$ cat src/include/csx_params.svh
/*
 holds the offsets, field positions, reset values and timing counts of
 the configuration export block.
 assumes a 12-bit apb byte address and 32-bit data.
*/
`ifndef CSX_PARAMS_SVH
`define CSX_PARAMS_SVH

// ==========================================
// register map
`define CSX_NREG       22
`define CSX_OFF_PRM    12'h004
`define CSX_OFF_BUSN   12'h018
`define CSX_OFF_SEC    12'h01c
`define CSX_OFF_PRBL   12'h024
`define CSX_OFF_PRBH   12'h028
`define CSX_OFF_MSIX   12'h068
`define CSX_OFF_PM     12'h07c
`define CSX_OFF_DEV    12'h088
`define CSX_OFF_LINK   12'h090
`define CSX_OFF_SLOT   12'h098
`define CSX_OFF_ROOT   12'h0a0
`define CSX_OFF_DEV2   12'h0a8
`define CSX_OFF_LINK2  12'h0b0
`define CSX_OFF_IOB    12'h0c0
`define CSX_OFF_IOL    12'h0c4
`define CSX_OFF_NPB    12'h0c8
`define CSX_OFF_NPL    12'h0cc
`define CSX_OFF_PRL    12'h0d0
`define CSX_OFF_MSI    12'h0d4
`define CSX_OFF_BDEV   12'h0d8
`define CSX_OFF_CTRL   12'h0dc
`define CSX_OFF_STAT   12'h0e0

// ==========================================
// fields and reset values
`define CSX_MRRS_HI    14
`define CSX_MRRS_LO    12
`define CSX_MRRS_MAX   3'h5
`define CSX_LBN_BIT    29
`define CSX_CTRL_ROOT  0
`define CSX_CTRL_GEN2  1
`define CSX_CTRL_RUN   2
`define CSX_CTRL_RST   3'h4
`define CSX_LSTS_LO    31
`define CSX_LSTS_HI    46

// ==========================================
// timing
`define CSX_DWELL_CYC  4'h4

`endif

$ cat src/include/csx_pkg.sv
/*
 holds the types of the configuration export block.
 sets its own group codes and takes no constants from the params header.
*/
package csx_pkg;

  // ==========================================
  // group index shown on the shared word
  typedef enum logic [3:0] {
    CSX_G_DEV   = 4'h0, CSX_G_SLOT  = 4'h1, CSX_G_LINK  = 4'h2,
    CSX_G_PRM   = 4'h3, CSX_G_SEC   = 4'h4, CSX_G_IOB   = 4'h5,
    CSX_G_IOL   = 4'h6, CSX_G_NP    = 4'h7, CSX_G_PRBL  = 4'h8,
    CSX_G_PRBH  = 4'h9, CSX_G_PRLL  = 4'ha, CSX_G_PRLH  = 4'hb,
    CSX_G_PM    = 4'hc, CSX_G_MSI   = 4'hd, CSX_G_TC    = 4'he,
    CSX_G_BDEV  = 4'hf
  } csx_group_e;

  typedef logic [31:0] csx_word_t;

endpackage

$ cat src/logic/csx_field.sv
/*
 holds one software-written shadow field.
 assumes the parent decodes the write and supplies the data.
*/
`timescale 1ns/1ns
module csx_field #(
  parameter int         W   = 32,
  parameter logic [W-1:0] RST = '0
) (
  input  wire logic         pclk,
  input  wire logic         presetn,
  input  wire logic         we,
  input  wire logic [W-1:0] d,
  output logic      [W-1:0] q
);

  // ==========================================
  // storage
  always_ff @(posedge pclk or negedge presetn) begin
    if (!presetn) begin
      q <= RST;
    end else if (we) begin
      q <= d;
    end
  end

endmodule

$ cat src/logic/csx_export_mux.sv
/*
 holds the configuration export block: apb shadow registers, the round
 robin group walker and the shared word and state bus toward user logic.
 assumes an apb master on pclk and user logic sampling on pclk.
*/
// Implementation choice: register access over APB.
`timescale 1ns/1ns
`include "csx_params.svh"
module csx_export_mux (
  input  wire logic        pclk,
  input  wire logic        presetn,
  input  wire logic        psel,
  input  wire logic        penable,
  input  wire logic        pwrite,
  input  wire logic [11:0] paddr,
  input  wire logic [31:0] pwdata,
  output logic      [31:0] prdata,
  output logic             pready,
  output logic             pslverr,
  output logic      [31:0] shared_config_word,
  output logic      [3:0]  config_group_select,
  output logic      [52:0] config_state_bus
);

  // ==========================================
  // address decode
  localparam logic [11:0] OFFS [`CSX_NREG] = '{
    `CSX_OFF_PRM,  `CSX_OFF_BUSN, `CSX_OFF_SEC,  `CSX_OFF_PRBL,
    `CSX_OFF_PRBH, `CSX_OFF_MSIX, `CSX_OFF_PM,   `CSX_OFF_DEV,
    `CSX_OFF_LINK, `CSX_OFF_SLOT, `CSX_OFF_ROOT, `CSX_OFF_DEV2,
    `CSX_OFF_LINK2, `CSX_OFF_IOB, `CSX_OFF_IOL,  `CSX_OFF_NPB,
    `CSX_OFF_NPL,  `CSX_OFF_PRL,  `CSX_OFF_MSI,  `CSX_OFF_BDEV,
    `CSX_OFF_CTRL, `CSX_OFF_STAT
  };

  logic [`CSX_NREG-1:0] match;
  logic [`CSX_NREG-1:0] we;
  logic                 hit;
  logic                 wr_acc;
  csx_pkg::csx_word_t   rd_vec [`CSX_NREG];
  csx_pkg::csx_word_t   next_rdata;

  genvar gi;
  generate
    for (gi = 0; gi < `CSX_NREG; gi++) begin : g_dec
      assign match[gi] = (paddr == OFFS[gi]);
    end
  endgenerate

  assign hit    = |match;
  assign wr_acc = psel && penable && pwrite;
  // status word is read only, so its write strobe is dropped
  assign we     = wr_acc ? {1'b0, match[`CSX_NREG-2:0]} : '0;

  // ==========================================
  // shadow fields
  logic [15:0] prm_q;
  logic [7:0]  secbus_q;
  logic [7:0]  subbus_q;
  logic [15:0] sec_q;
  logic [31:0] prbl_q;
  logic [11:0] prbh_q;
  logic [15:0] msix_q;
  logic [31:0] pm_q;
  logic [31:0] dev_q;
  logic [31:0] link_q;
  logic [31:0] slot_q;
  logic [7:0]  root_q;
  logic [31:0] dev2_q;
  logic [31:0] link2_q;
  logic [19:0] iob_q;
  logic [19:0] iol_q;
  logic [11:0] npb_q;
  logic [11:0] npl_q;
  logic [11:0] prl_q;
  logic [15:0] msi_q;
  logic [12:0] bdev_q;
  logic [2:0]  ctrl_q;
  logic [31:0] dev_wd;

  // an illegal size code is pinned to the largest legal one
  always_comb begin
    dev_wd = pwdata;
    if (pwdata[`CSX_MRRS_HI:`CSX_MRRS_LO] > `CSX_MRRS_MAX) begin
      dev_wd[`CSX_MRRS_HI:`CSX_MRRS_LO] = `CSX_MRRS_MAX;
    end
  end

  csx_field #(.W(16)) u_prm (
    .pclk (pclk), .presetn (presetn), .we (we[0]),
    .d    (pwdata[15:0]), .q (prm_q)
  );
  csx_field #(.W(8)) u_secbus (
    .pclk (pclk), .presetn (presetn), .we (we[1]),
    .d    (pwdata[15:8]), .q (secbus_q)
  );
  csx_field #(.W(8)) u_subbus (
    .pclk (pclk), .presetn (presetn), .we (we[1]),
    .d    (pwdata[23:16]), .q (subbus_q)
  );
  csx_field #(.W(16)) u_sec (
    .pclk (pclk), .presetn (presetn), .we (we[2]),
    .d    (pwdata[15:0]), .q (sec_q)
  );
  csx_field #(.W(32)) u_prbl (
    .pclk (pclk), .presetn (presetn), .we (we[3]),
    .d    (pwdata), .q (prbl_q)
  );
  csx_field #(.W(12)) u_prbh (
    .pclk (pclk), .presetn (presetn), .we (we[4]),
    .d    (pwdata[11:0]), .q (prbh_q)
  );
  csx_field #(.W(16)) u_msix (
    .pclk (pclk), .presetn (presetn), .we (we[5]),
    .d    (pwdata[15:0]), .q (msix_q)
  );
  csx_field #(.W(32)) u_pm (
    .pclk (pclk), .presetn (presetn), .we (we[6]),
    .d    (pwdata), .q (pm_q)
  );
  csx_field #(.W(32)) u_dev (
    .pclk (pclk), .presetn (presetn), .we (we[7]),
    .d    (dev_wd), .q (dev_q)
  );
  csx_field #(.W(32)) u_link (
    .pclk (pclk), .presetn (presetn), .we (we[8]),
    .d    (pwdata), .q (link_q)
  );
  csx_field #(.W(32)) u_slot (
    .pclk (pclk), .presetn (presetn), .we (we[9]),
    .d    (pwdata), .q (slot_q)
  );
  csx_field #(.W(8)) u_root (
    .pclk (pclk), .presetn (presetn), .we (we[10]),
    .d    (pwdata[7:0]), .q (root_q)
  );
  csx_field #(.W(32)) u_dev2 (
    .pclk (pclk), .presetn (presetn), .we (we[11]),
    .d    (pwdata), .q (dev2_q)
  );
  csx_field #(.W(32)) u_link2 (
    .pclk (pclk), .presetn (presetn), .we (we[12]),
    .d    (pwdata), .q (link2_q)
  );
  csx_field #(.W(20)) u_iob (
    .pclk (pclk), .presetn (presetn), .we (we[13]),
    .d    (pwdata[19:0]), .q (iob_q)
  );
  csx_field #(.W(20)) u_iol (
    .pclk (pclk), .presetn (presetn), .we (we[14]),
    .d    (pwdata[19:0]), .q (iol_q)
  );
  csx_field #(.W(12)) u_npb (
    .pclk (pclk), .presetn (presetn), .we (we[15]),
    .d    (pwdata[11:0]), .q (npb_q)
  );
  csx_field #(.W(12)) u_npl (
    .pclk (pclk), .presetn (presetn), .we (we[16]),
    .d    (pwdata[11:0]), .q (npl_q)
  );
  csx_field #(.W(12)) u_prl (
    .pclk (pclk), .presetn (presetn), .we (we[17]),
    .d    (pwdata[11:0]), .q (prl_q)
  );
  csx_field #(.W(16)) u_msi (
    .pclk (pclk), .presetn (presetn), .we (we[18]),
    .d    (pwdata[15:0]), .q (msi_q)
  );
  csx_field #(.W(13)) u_bdev (
    .pclk (pclk), .presetn (presetn), .we (we[19]),
    .d    (pwdata[12:0]), .q (bdev_q)
  );
  csx_field #(.W(3), .RST(`CSX_CTRL_RST)) u_ctrl (
    .pclk (pclk), .presetn (presetn), .we (we[20]),
    .d    (pwdata[2:0]), .q (ctrl_q)
  );

  // ==========================================
  // derived values
  logic        rp;
  logic [31:0] link_x;

  assign rp = ctrl_q[`CSX_CTRL_ROOT];

  // notification bit is fixed by generation, never by software
  always_comb begin
    link_x                = link_q;
    link_x[`CSX_LBN_BIT]  = ctrl_q[`CSX_CTRL_GEN2];
  end

  // ==========================================
  // group walker
  csx_pkg::csx_group_e grp;
  logic [3:0]          dwell;
  logic                tick;

  assign tick = ctrl_q[`CSX_CTRL_RUN] && (dwell == `CSX_DWELL_CYC - 4'h1);

  always_ff @(posedge pclk or negedge presetn) begin
    if (!presetn) begin
      dwell <= 4'h0;
    end else if (!ctrl_q[`CSX_CTRL_RUN] || tick) begin
      dwell <= 4'h0;
    end else begin
      dwell <= dwell + 4'h1;
    end
  end

  always_ff @(posedge pclk or negedge presetn) begin
    if (!presetn) begin
      grp <= csx_pkg::CSX_G_DEV;
    end else if (tick) begin
      grp <= csx_pkg::csx_group_e'(grp + 4'h1);
    end
  end

  // ==========================================
  // export multiplexer
  csx_pkg::csx_word_t next_word;
  logic [52:0]        next_sts;

  always_comb begin
    case (grp)
      csx_pkg::CSX_G_DEV: begin
        next_word = {dev_q[15:0], dev2_q[15:0]};
      end
      csx_pkg::CSX_G_SLOT: begin
        next_word = rp ? slot_q : 32'h0000_0000;
      end
      csx_pkg::CSX_G_LINK: begin
        next_word = {link_x[15:0], link2_q[15:0]};
      end
      csx_pkg::CSX_G_PRM: begin
        next_word = {8'h00, prm_q, rp ? root_q : 8'h00};
      end
      csx_pkg::CSX_G_SEC: begin
        next_word = rp ? {sec_q, secbus_q, subbus_q} : 32'h0000_0000;
      end
      csx_pkg::CSX_G_IOB: begin
        next_word = rp ? {12'h000, iob_q} : 32'h0000_0000;
      end
      csx_pkg::CSX_G_IOL: begin
        next_word = rp ? {12'h000, iol_q} : 32'h0000_0000;
      end
      csx_pkg::CSX_G_NP: begin
        next_word = rp ? {8'h00, npb_q, npl_q} : 32'h0000_0000;
      end
      csx_pkg::CSX_G_PRBL: begin
        next_word = rp ? prbl_q : 32'h0000_0000;
      end
      csx_pkg::CSX_G_PRBH: begin
        next_word = rp ? {20'h00000, prbh_q} : 32'h0000_0000;
      end
      csx_pkg::CSX_G_PRLL: begin
        next_word = rp ? {20'h00000, prl_q} : 32'h0000_0000;
      end
      csx_pkg::CSX_G_PM: begin
        next_word = rp ? pm_q : 32'h0000_0000;
      end
      csx_pkg::CSX_G_MSI: begin
        next_word = {msix_q, msi_q};
      end
      csx_pkg::CSX_G_BDEV: begin
        next_word = {16'h0000, 3'h0, bdev_q};
      end
      default: begin
        // upper prefetch limit and traffic class groups carry nothing
        next_word = 32'h0000_0000;
      end
    endcase
  end

  // link status rides the state bus so index 2 loses only link2_q[31:16]
  always_comb begin
    next_sts                           = '0;
    next_sts[`CSX_LSTS_HI:`CSX_LSTS_LO] = link_x[31:16];
  end

  // word and index leave on the same edge so they always pair up
  always_ff @(posedge pclk or negedge presetn) begin
    if (!presetn) begin
      shared_config_word  <= 32'h0000_0000;
      config_group_select <= 4'h0;
    end else begin
      shared_config_word  <= next_word;
      config_group_select <= grp;
    end
  end

  always_ff @(posedge pclk or negedge presetn) begin
    if (!presetn) begin
      config_state_bus <= '0;
    end else begin
      config_state_bus <= next_sts;
    end
  end

  // ==========================================
  // register read back
  always_comb begin
    rd_vec[0]  = {16'h0000, prm_q};
    rd_vec[1]  = {8'h00, subbus_q, secbus_q, 8'h00};
    rd_vec[2]  = {16'h0000, sec_q};
    rd_vec[3]  = prbl_q;
    rd_vec[4]  = {20'h00000, prbh_q};
    rd_vec[5]  = {16'h0000, msix_q};
    rd_vec[6]  = pm_q;
    rd_vec[7]  = dev_q;
    rd_vec[8]  = link_x;
    rd_vec[9]  = slot_q;
    rd_vec[10] = {24'h000000, root_q};
    rd_vec[11] = dev2_q;
    rd_vec[12] = link2_q;
    rd_vec[13] = {12'h000, iob_q};
    rd_vec[14] = {12'h000, iol_q};
    rd_vec[15] = {20'h00000, npb_q};
    rd_vec[16] = {20'h00000, npl_q};
    rd_vec[17] = {20'h00000, prl_q};
    rd_vec[18] = {16'h0000, msi_q};
    rd_vec[19] = {19'h00000, bdev_q};
    rd_vec[20] = {29'h00000000, ctrl_q};
    rd_vec[21] = {28'h0000000, grp};
  end

  always_comb begin
    next_rdata = 32'h0000_0000;
    for (int i = 0; i < `CSX_NREG; i++) begin
      if (match[i]) begin
        next_rdata = next_rdata | rd_vec[i];
      end
    end
  end

  // ==========================================
  // apb answer
  // read data is caught in the setup cycle, so access needs no wait
  always_ff @(posedge pclk or negedge presetn) begin
    if (!presetn) begin
      prdata <= 32'h0000_0000;
    end else if (psel && !penable && !pwrite) begin
      prdata <= next_rdata;
    end
  end

  assign pready  = psel && penable;
  assign pslverr = psel && penable && !hit;

endmodule

$ cat config.mk
export PLATFORM = sky130hd
export DESIGN_NAME = csx_export_mux
export DESIGN_NICKNAME = d
export VERILOG_FILES = /design/src/include/csx_pkg.sv /design/src/logic/csx_field.sv /design/src/logic/csx_export_mux.sv
export VERILOG_INCLUDE_DIRS = /design/src /design/src/include
export SDC_FILE = /design/constraint.sdc
export NUM_CORES = 1
export LEC_CHECK = 0
export BUFFER_PORTS_ARGS = -buffer_cell sky130_fd_sc_hd__buf_2
export CORE_MARGIN = 5
export CORE_UTILIZATION = 52
export DETAILED_ROUTE_END_ITERATION = 12
export PLACE_DENSITY = 0.7
export SLEW_MARGIN = 20
export SYNTH_ARGS = -nofsm -noshare
export SYNTH_HDL_FRONTEND = slang
export SYNTH_HIERARCHICAL = 1
export SYNTH_SLANG_ARGS = --single-unit
export TNS_END_PERCENT = 50
$ cat constraint.sdc
create_clock -name pclk -period 4.3 [get_ports pclk]
set_input_delay 0.645 -clock pclk [delete_from_list [all_inputs] [get_ports pclk]]
set_output_delay 0.645 -clock pclk [all_outputs]
set_load 0.01 [all_outputs]
# ---- After elaboration in Yosys (flattened, before gate mapping)
# Cells that the tools add are included.
dict set report totals {
  rom_bits 0
  ram_bits 0
  input_bits 49
  memories 0
  output_inout_bits 123
  ff_bits 508
  elab_cells 137
  latchBits 0
}
dict set report classes {
  bitwise_logic 21
  n_eq_ne 36
  n_lt_le_gt_ge 1
  mux 36
  n_addsub 2
  reduce_logical 13
  div_mod_pow 0
  shifts 0
  multipliers 0
}
# cell n
set op_table {}
lappend op_table {{$mux 32} 25}
lappend op_table {{$pmux 32 s14} 1}
lappend op_table {{$or 32x32->32} 7}
lappend op_table {{$eq 12x8->1 const B} 15}
lappend op_table {{$or 32x12->32} 4}
lappend op_table {{$or 32x16->32} 3}
lappend op_table {{$or 32x20->32} 2}
lappend op_table {{$mux 20} 2}
lappend op_table {{$or 32x13->32} 1}
lappend op_table {{$or 32x24->32} 1}
lappend op_table {{$or 32x3->32} 1}
lappend op_table {{$or 32x4->32} 1}
lappend op_table {{$or 32x8->32} 1}
lappend op_table {{$eq 12x5->1 const B} 2}
lappend op_table {{$eq 12x6->1 const B} 2}
lappend op_table {{$eq 12x7->1 const B} 2}
lappend op_table {{$eq 4x4->1 const B} 6}
lappend op_table {{$mux 12} 2}
lappend op_table {{$mux 24} 1}
lappend op_table {{$reduce_or 22->1} 1}
lappend op_table {{$mux 21} 1}
lappend op_table {{$eq 4x3->1 const B} 4}
lappend op_table {{$mux 16} 1}
lappend op_table {{$eq 12x3->1 const B} 1}
lappend op_table {{other kinds (11)} 22}

# ---- Logic depth before layout (Yosys ltp)
dict set report depth {
  word_depth 44
  mapped_depth 11
  ltp_nobuf 7
}

# ---- By module
# The synthesis kept the hierarchy.
# mod area_each_um2 seq_area_each_um2 cells_per_inst n_inst
set by_module_without_submodules {}
lappend by_module_without_submodules {{csx_field (u_dev ...)} 1345.0 800.8 68 7}
lappend by_module_without_submodules {csx_export_mux 9351.5 2302.2 1117 1}
lappend by_module_without_submodules {{csx_field (u_msi ...)} 649.4 400.4 34 4}
lappend by_module_without_submodules {{csx_field (u_npb ...)} 484.2 300.3 25 4}
lappend by_module_without_submodules {{csx_field (u_iob ...)} 823.3 500.5 42 2}
lappend by_module_without_submodules {{csx_field (u_root ...)} 331.6 200.2 17 3}
lappend by_module_without_submodules {{csx_field (u_bdev)} 520.5 325.3 27 1}
lappend by_module_without_submodules {{csx_field (u_ctrl)} 110.1 76.3 6 1}

# ---- Worst setup path before layout
# Ideal clock, no wire load.
dict set report synth_timing {
  kind {input-to-reg}
  start {input port paddr[0]}
  end {register u_prbh.q[0]}
  cell_stages 8
  n_path_buf 3
  arrival_ps 2843
  setup_ps 125
  required_ps 4175
  setup_slack_ps 1332
  path_cell_list {buf_2 -> or4b_2 -> buf_4 -> nor2_8 -> nand3_1 -> nor3_1 -> buf_6 -> mux2_4}
}
dict set report synth_via {
  elab_chain_len 2
}
# element line
set synth_lines {}
lappend synth_lines {{from (decl)} csx_export_mux.sv:15} ;# input wire logic [11:0] paddr,
lappend synth_lines {{$eq 12x6->1} csx_export_mux.sv:46} ;# assign match[gi] = (paddr == OFFS[gi]);
lappend synth_lines {{$mux 21} csx_export_mux.sv:53} ;# assign we = wr_acc ? {1'b0, match[`CSX_NREG-2:0]} : '0;
lappend synth_lines {{net we[4]} csx_export_mux.sv:37} ;# logic [`CSX_NREG-1:0] we;
lappend synth_lines {{to (signal assigned)} csx_field.sv:21} ;# q <= RST;
lappend synth_lines {{to (signal assigned)} csx_field.sv:23} ;# q <= d;
lappend synth_lines {{to (decl)} csx_field.sv:14} ;# output logic [W-1:0] q
# The timed path passes the listed nets, and every way through them passes these cells.
# A chain may end at the register's enable or synchronous reset.

# ---- Worst setup path after layout
dict set report layout_timing {
  start {input port paddr[4]}
  end {output port pslverr}
}
dict set report layout_via {
  elab_chain_len 4
  elab_cells_between_ends 25
  cone_classes {22 x eq/ne; 3 x reduce/logical}
}
# element line
set layout_lines {}
lappend layout_lines {{$eq 12x3->1 (tied with other cells)} csx_export_mux.sv:46}
lappend layout_lines {{$reduce_or 22->1 (*)} csx_export_mux.sv:50} ;# assign hit = |match;
lappend layout_lines {{$logic_not 1->1 (*)} csx_export_mux.sv:346} ;# assign pslverr = psel && penable && !hit;
lappend layout_lines {{$logic_and 1x1->1 (*)} csx_export_mux.sv:346}
lappend layout_lines {{to (decl)} csx_export_mux.sv:19} ;# output logic pslverr,
# Every way passes the cells marked *; elsewhere a longest branch is shown, timed or not.

==> out/results.ini <==
[routing]
ant_nets = 0
first_iter_violations = 2927
routedWlPerCell_um = 39.72
wirelength_um = 115100
drc_errors = 0
first_pass_iters = 9
viasPerCell = 7.147
vias = 20713

[cts]
cts.sink_count = 507
cts_buffers = 55
cts_setup_buffers = 0
cts_max_level = 2
clockBufferDepth = 3
tritoncts = done
cts-resized-gates = 0
clk_pin_slew_ns = 0.06
cts_root_buffer = clkbuf_16
cts_hold_buf = 0
worstSkewPairLatency_ns = 0.62

[worst_setup_path]
critical_path_required_ns = 3.65
critPathKind = in2out
cp_max_fo = 26
worstSetupEndpointType = primary output
crit_arrival_ns = 2.86
startpoint_type = input pin

[synth]
ys_warn_count = 6
syn_area_um2 = 26540
syn_area_per_cell_um2 = 13.30
synth_cells = 1995

[job]
maxCapViolCount = 0

[finish]
fillCellCount = 4019
syn_to_final_growth_pct = 13.20
fin_util_pct = 59.75
nNetsFinal = 2232
layout_commonest_cell = dfrtp_1
drive_above_1_share_pct = 39.34
final_cell_mix = dfrtp_1 (506), mux2_4 (364), buf_4 (154)

[die]
num_io_pins = 172
die_x_um = 235.9
dieArea_um2 = 55650
die_y_um = 235.9
core_um2 = 50270
rows = 82
initial_core_util_pct = 52.78

[power_and_ir_drop]
p_per_area_nw_per_um2 = 345.1
vdd_drop_max_mv = 0.2994
leakagePower_nw = 13.73
p_total_w = 0.01037

[global_route]
grt_pass1_vias = 20272
antenna_found_initial = 5
grt_max_degree = 105
grt_overflow = 0
grt_first_pass_wirelength_um = 160500
grt_util_all_layers_pct = 39.98

[timing]
fin_tns_setup_ns = 0
tightest_slew_ns = 1.120
finalSetupViolCount = 0
rsz0062_at_grt = false
fin_crit_ns = 3.508
skew_ns = 0.01528
relSlewSlack_pct = 25.35
drv_slew = 0
max_freq_mhz = 285.0
min_period_over_period_pct = 81.59
finalHoldViolCount = 0

[placement]
port_buffers = 134
gp_congestion = 1.028
post-dp-hpwl_um = 78950

[min_path]
timing.hold.worst.class = in2async

[outcome]
status = completed

[critical path, stage by stage]
cell	delay [ns]
buf_2	0.28
buf_4	0.34
and3b_1	0.24
o31ai_1	0.23
o21ai_0	0.12
a221o_1	0.30
a21oi_1	0.46
buf_2	0.24
[area by class of cell]
type	instances	area (um^2)	share of cell area, %
repair buffers	300	2077	6.914
flip-flops and latches	507	12690	42.24
clock inverters	21	259.0	0.8622
diodes	7	17.52	0.05831
well taps	672	840.8	2.799
multi-input cells	1309	12560	41.81
inverters	5	18.77	0.06248
clock buffers	77	1580	5.261
[registers in the layout, indices dropped and copies added (netlist names), 20 cells and up]
| name | count |
|---|---|
| u_iol/q | 20 |
| u_dev2/q | 32 |
| prdata | 32 |
| u_link2/q | 32 |
| u_iob/q | 20 |
| shared_config_word | 32 |
| u_link/q | 31 |
| u_dev/q | 32 |
| u_pm/q | 32 |
| u_slot/q | 32 |
| u_prbl/q | 32 |
[path summary, 6_finish.rpt]
| check | cells after the start | start | slack (ns) | to |
|---|---|---|---|---|
| min in group pclk | 2 | pwdata[31] | 0.36 | u_dev/q[31] |
| setup reg to reg | 5 | grp[0] | 0.91 | shared_config_word[18] |
| hold / removal | 1 | presetn | 0.1 | config_state_bus[35] |
| max in group asynchronous | 2 | presetn | 2.83 | u_link/q[27] |
| setup / recovery | 8 | paddr[4] | 0.79 | pslverr |
| hold reg to reg | 0 | u_link/q[27] | 0.40 | config_state_bus[42] |
[routing by layer]
metal	part of all wire [%]	wire length, um	track usage [%]
met1	40	45920	55.57
met2	42	48410	56.79
met3	12	13560	11.97
met4	6.3	7210	20.71
met5	0.023	27	0
[through the flow]
step                      cells  worst slack, ns  hold slack, ns  area, um^2
final                      2898           0.7916         0.09977       30040
after global routing       2892           0.7330          0.1747       30030
after CTS                  2891           0.8814          0.1471       30020
after detailed placement   2793           0.8872          0.3863       28180
after global placement     2793           0.8840          0.3887       28180
after floorplan            2031            1.332          0.3494       26670
[where the power goes]
| group | switching [W] | internal [W] | leakage, nW |
|---|---|---|---|
| Clock | 0.00203 | 0.00285 | 0.897 |
| Combinational | 0.000464 | 0.000160 | 5.80 |
| Sequential | 0.0000427 | 0.00481 | 7.03 |
Note: power is estimated with default switching activity, not from simulation.
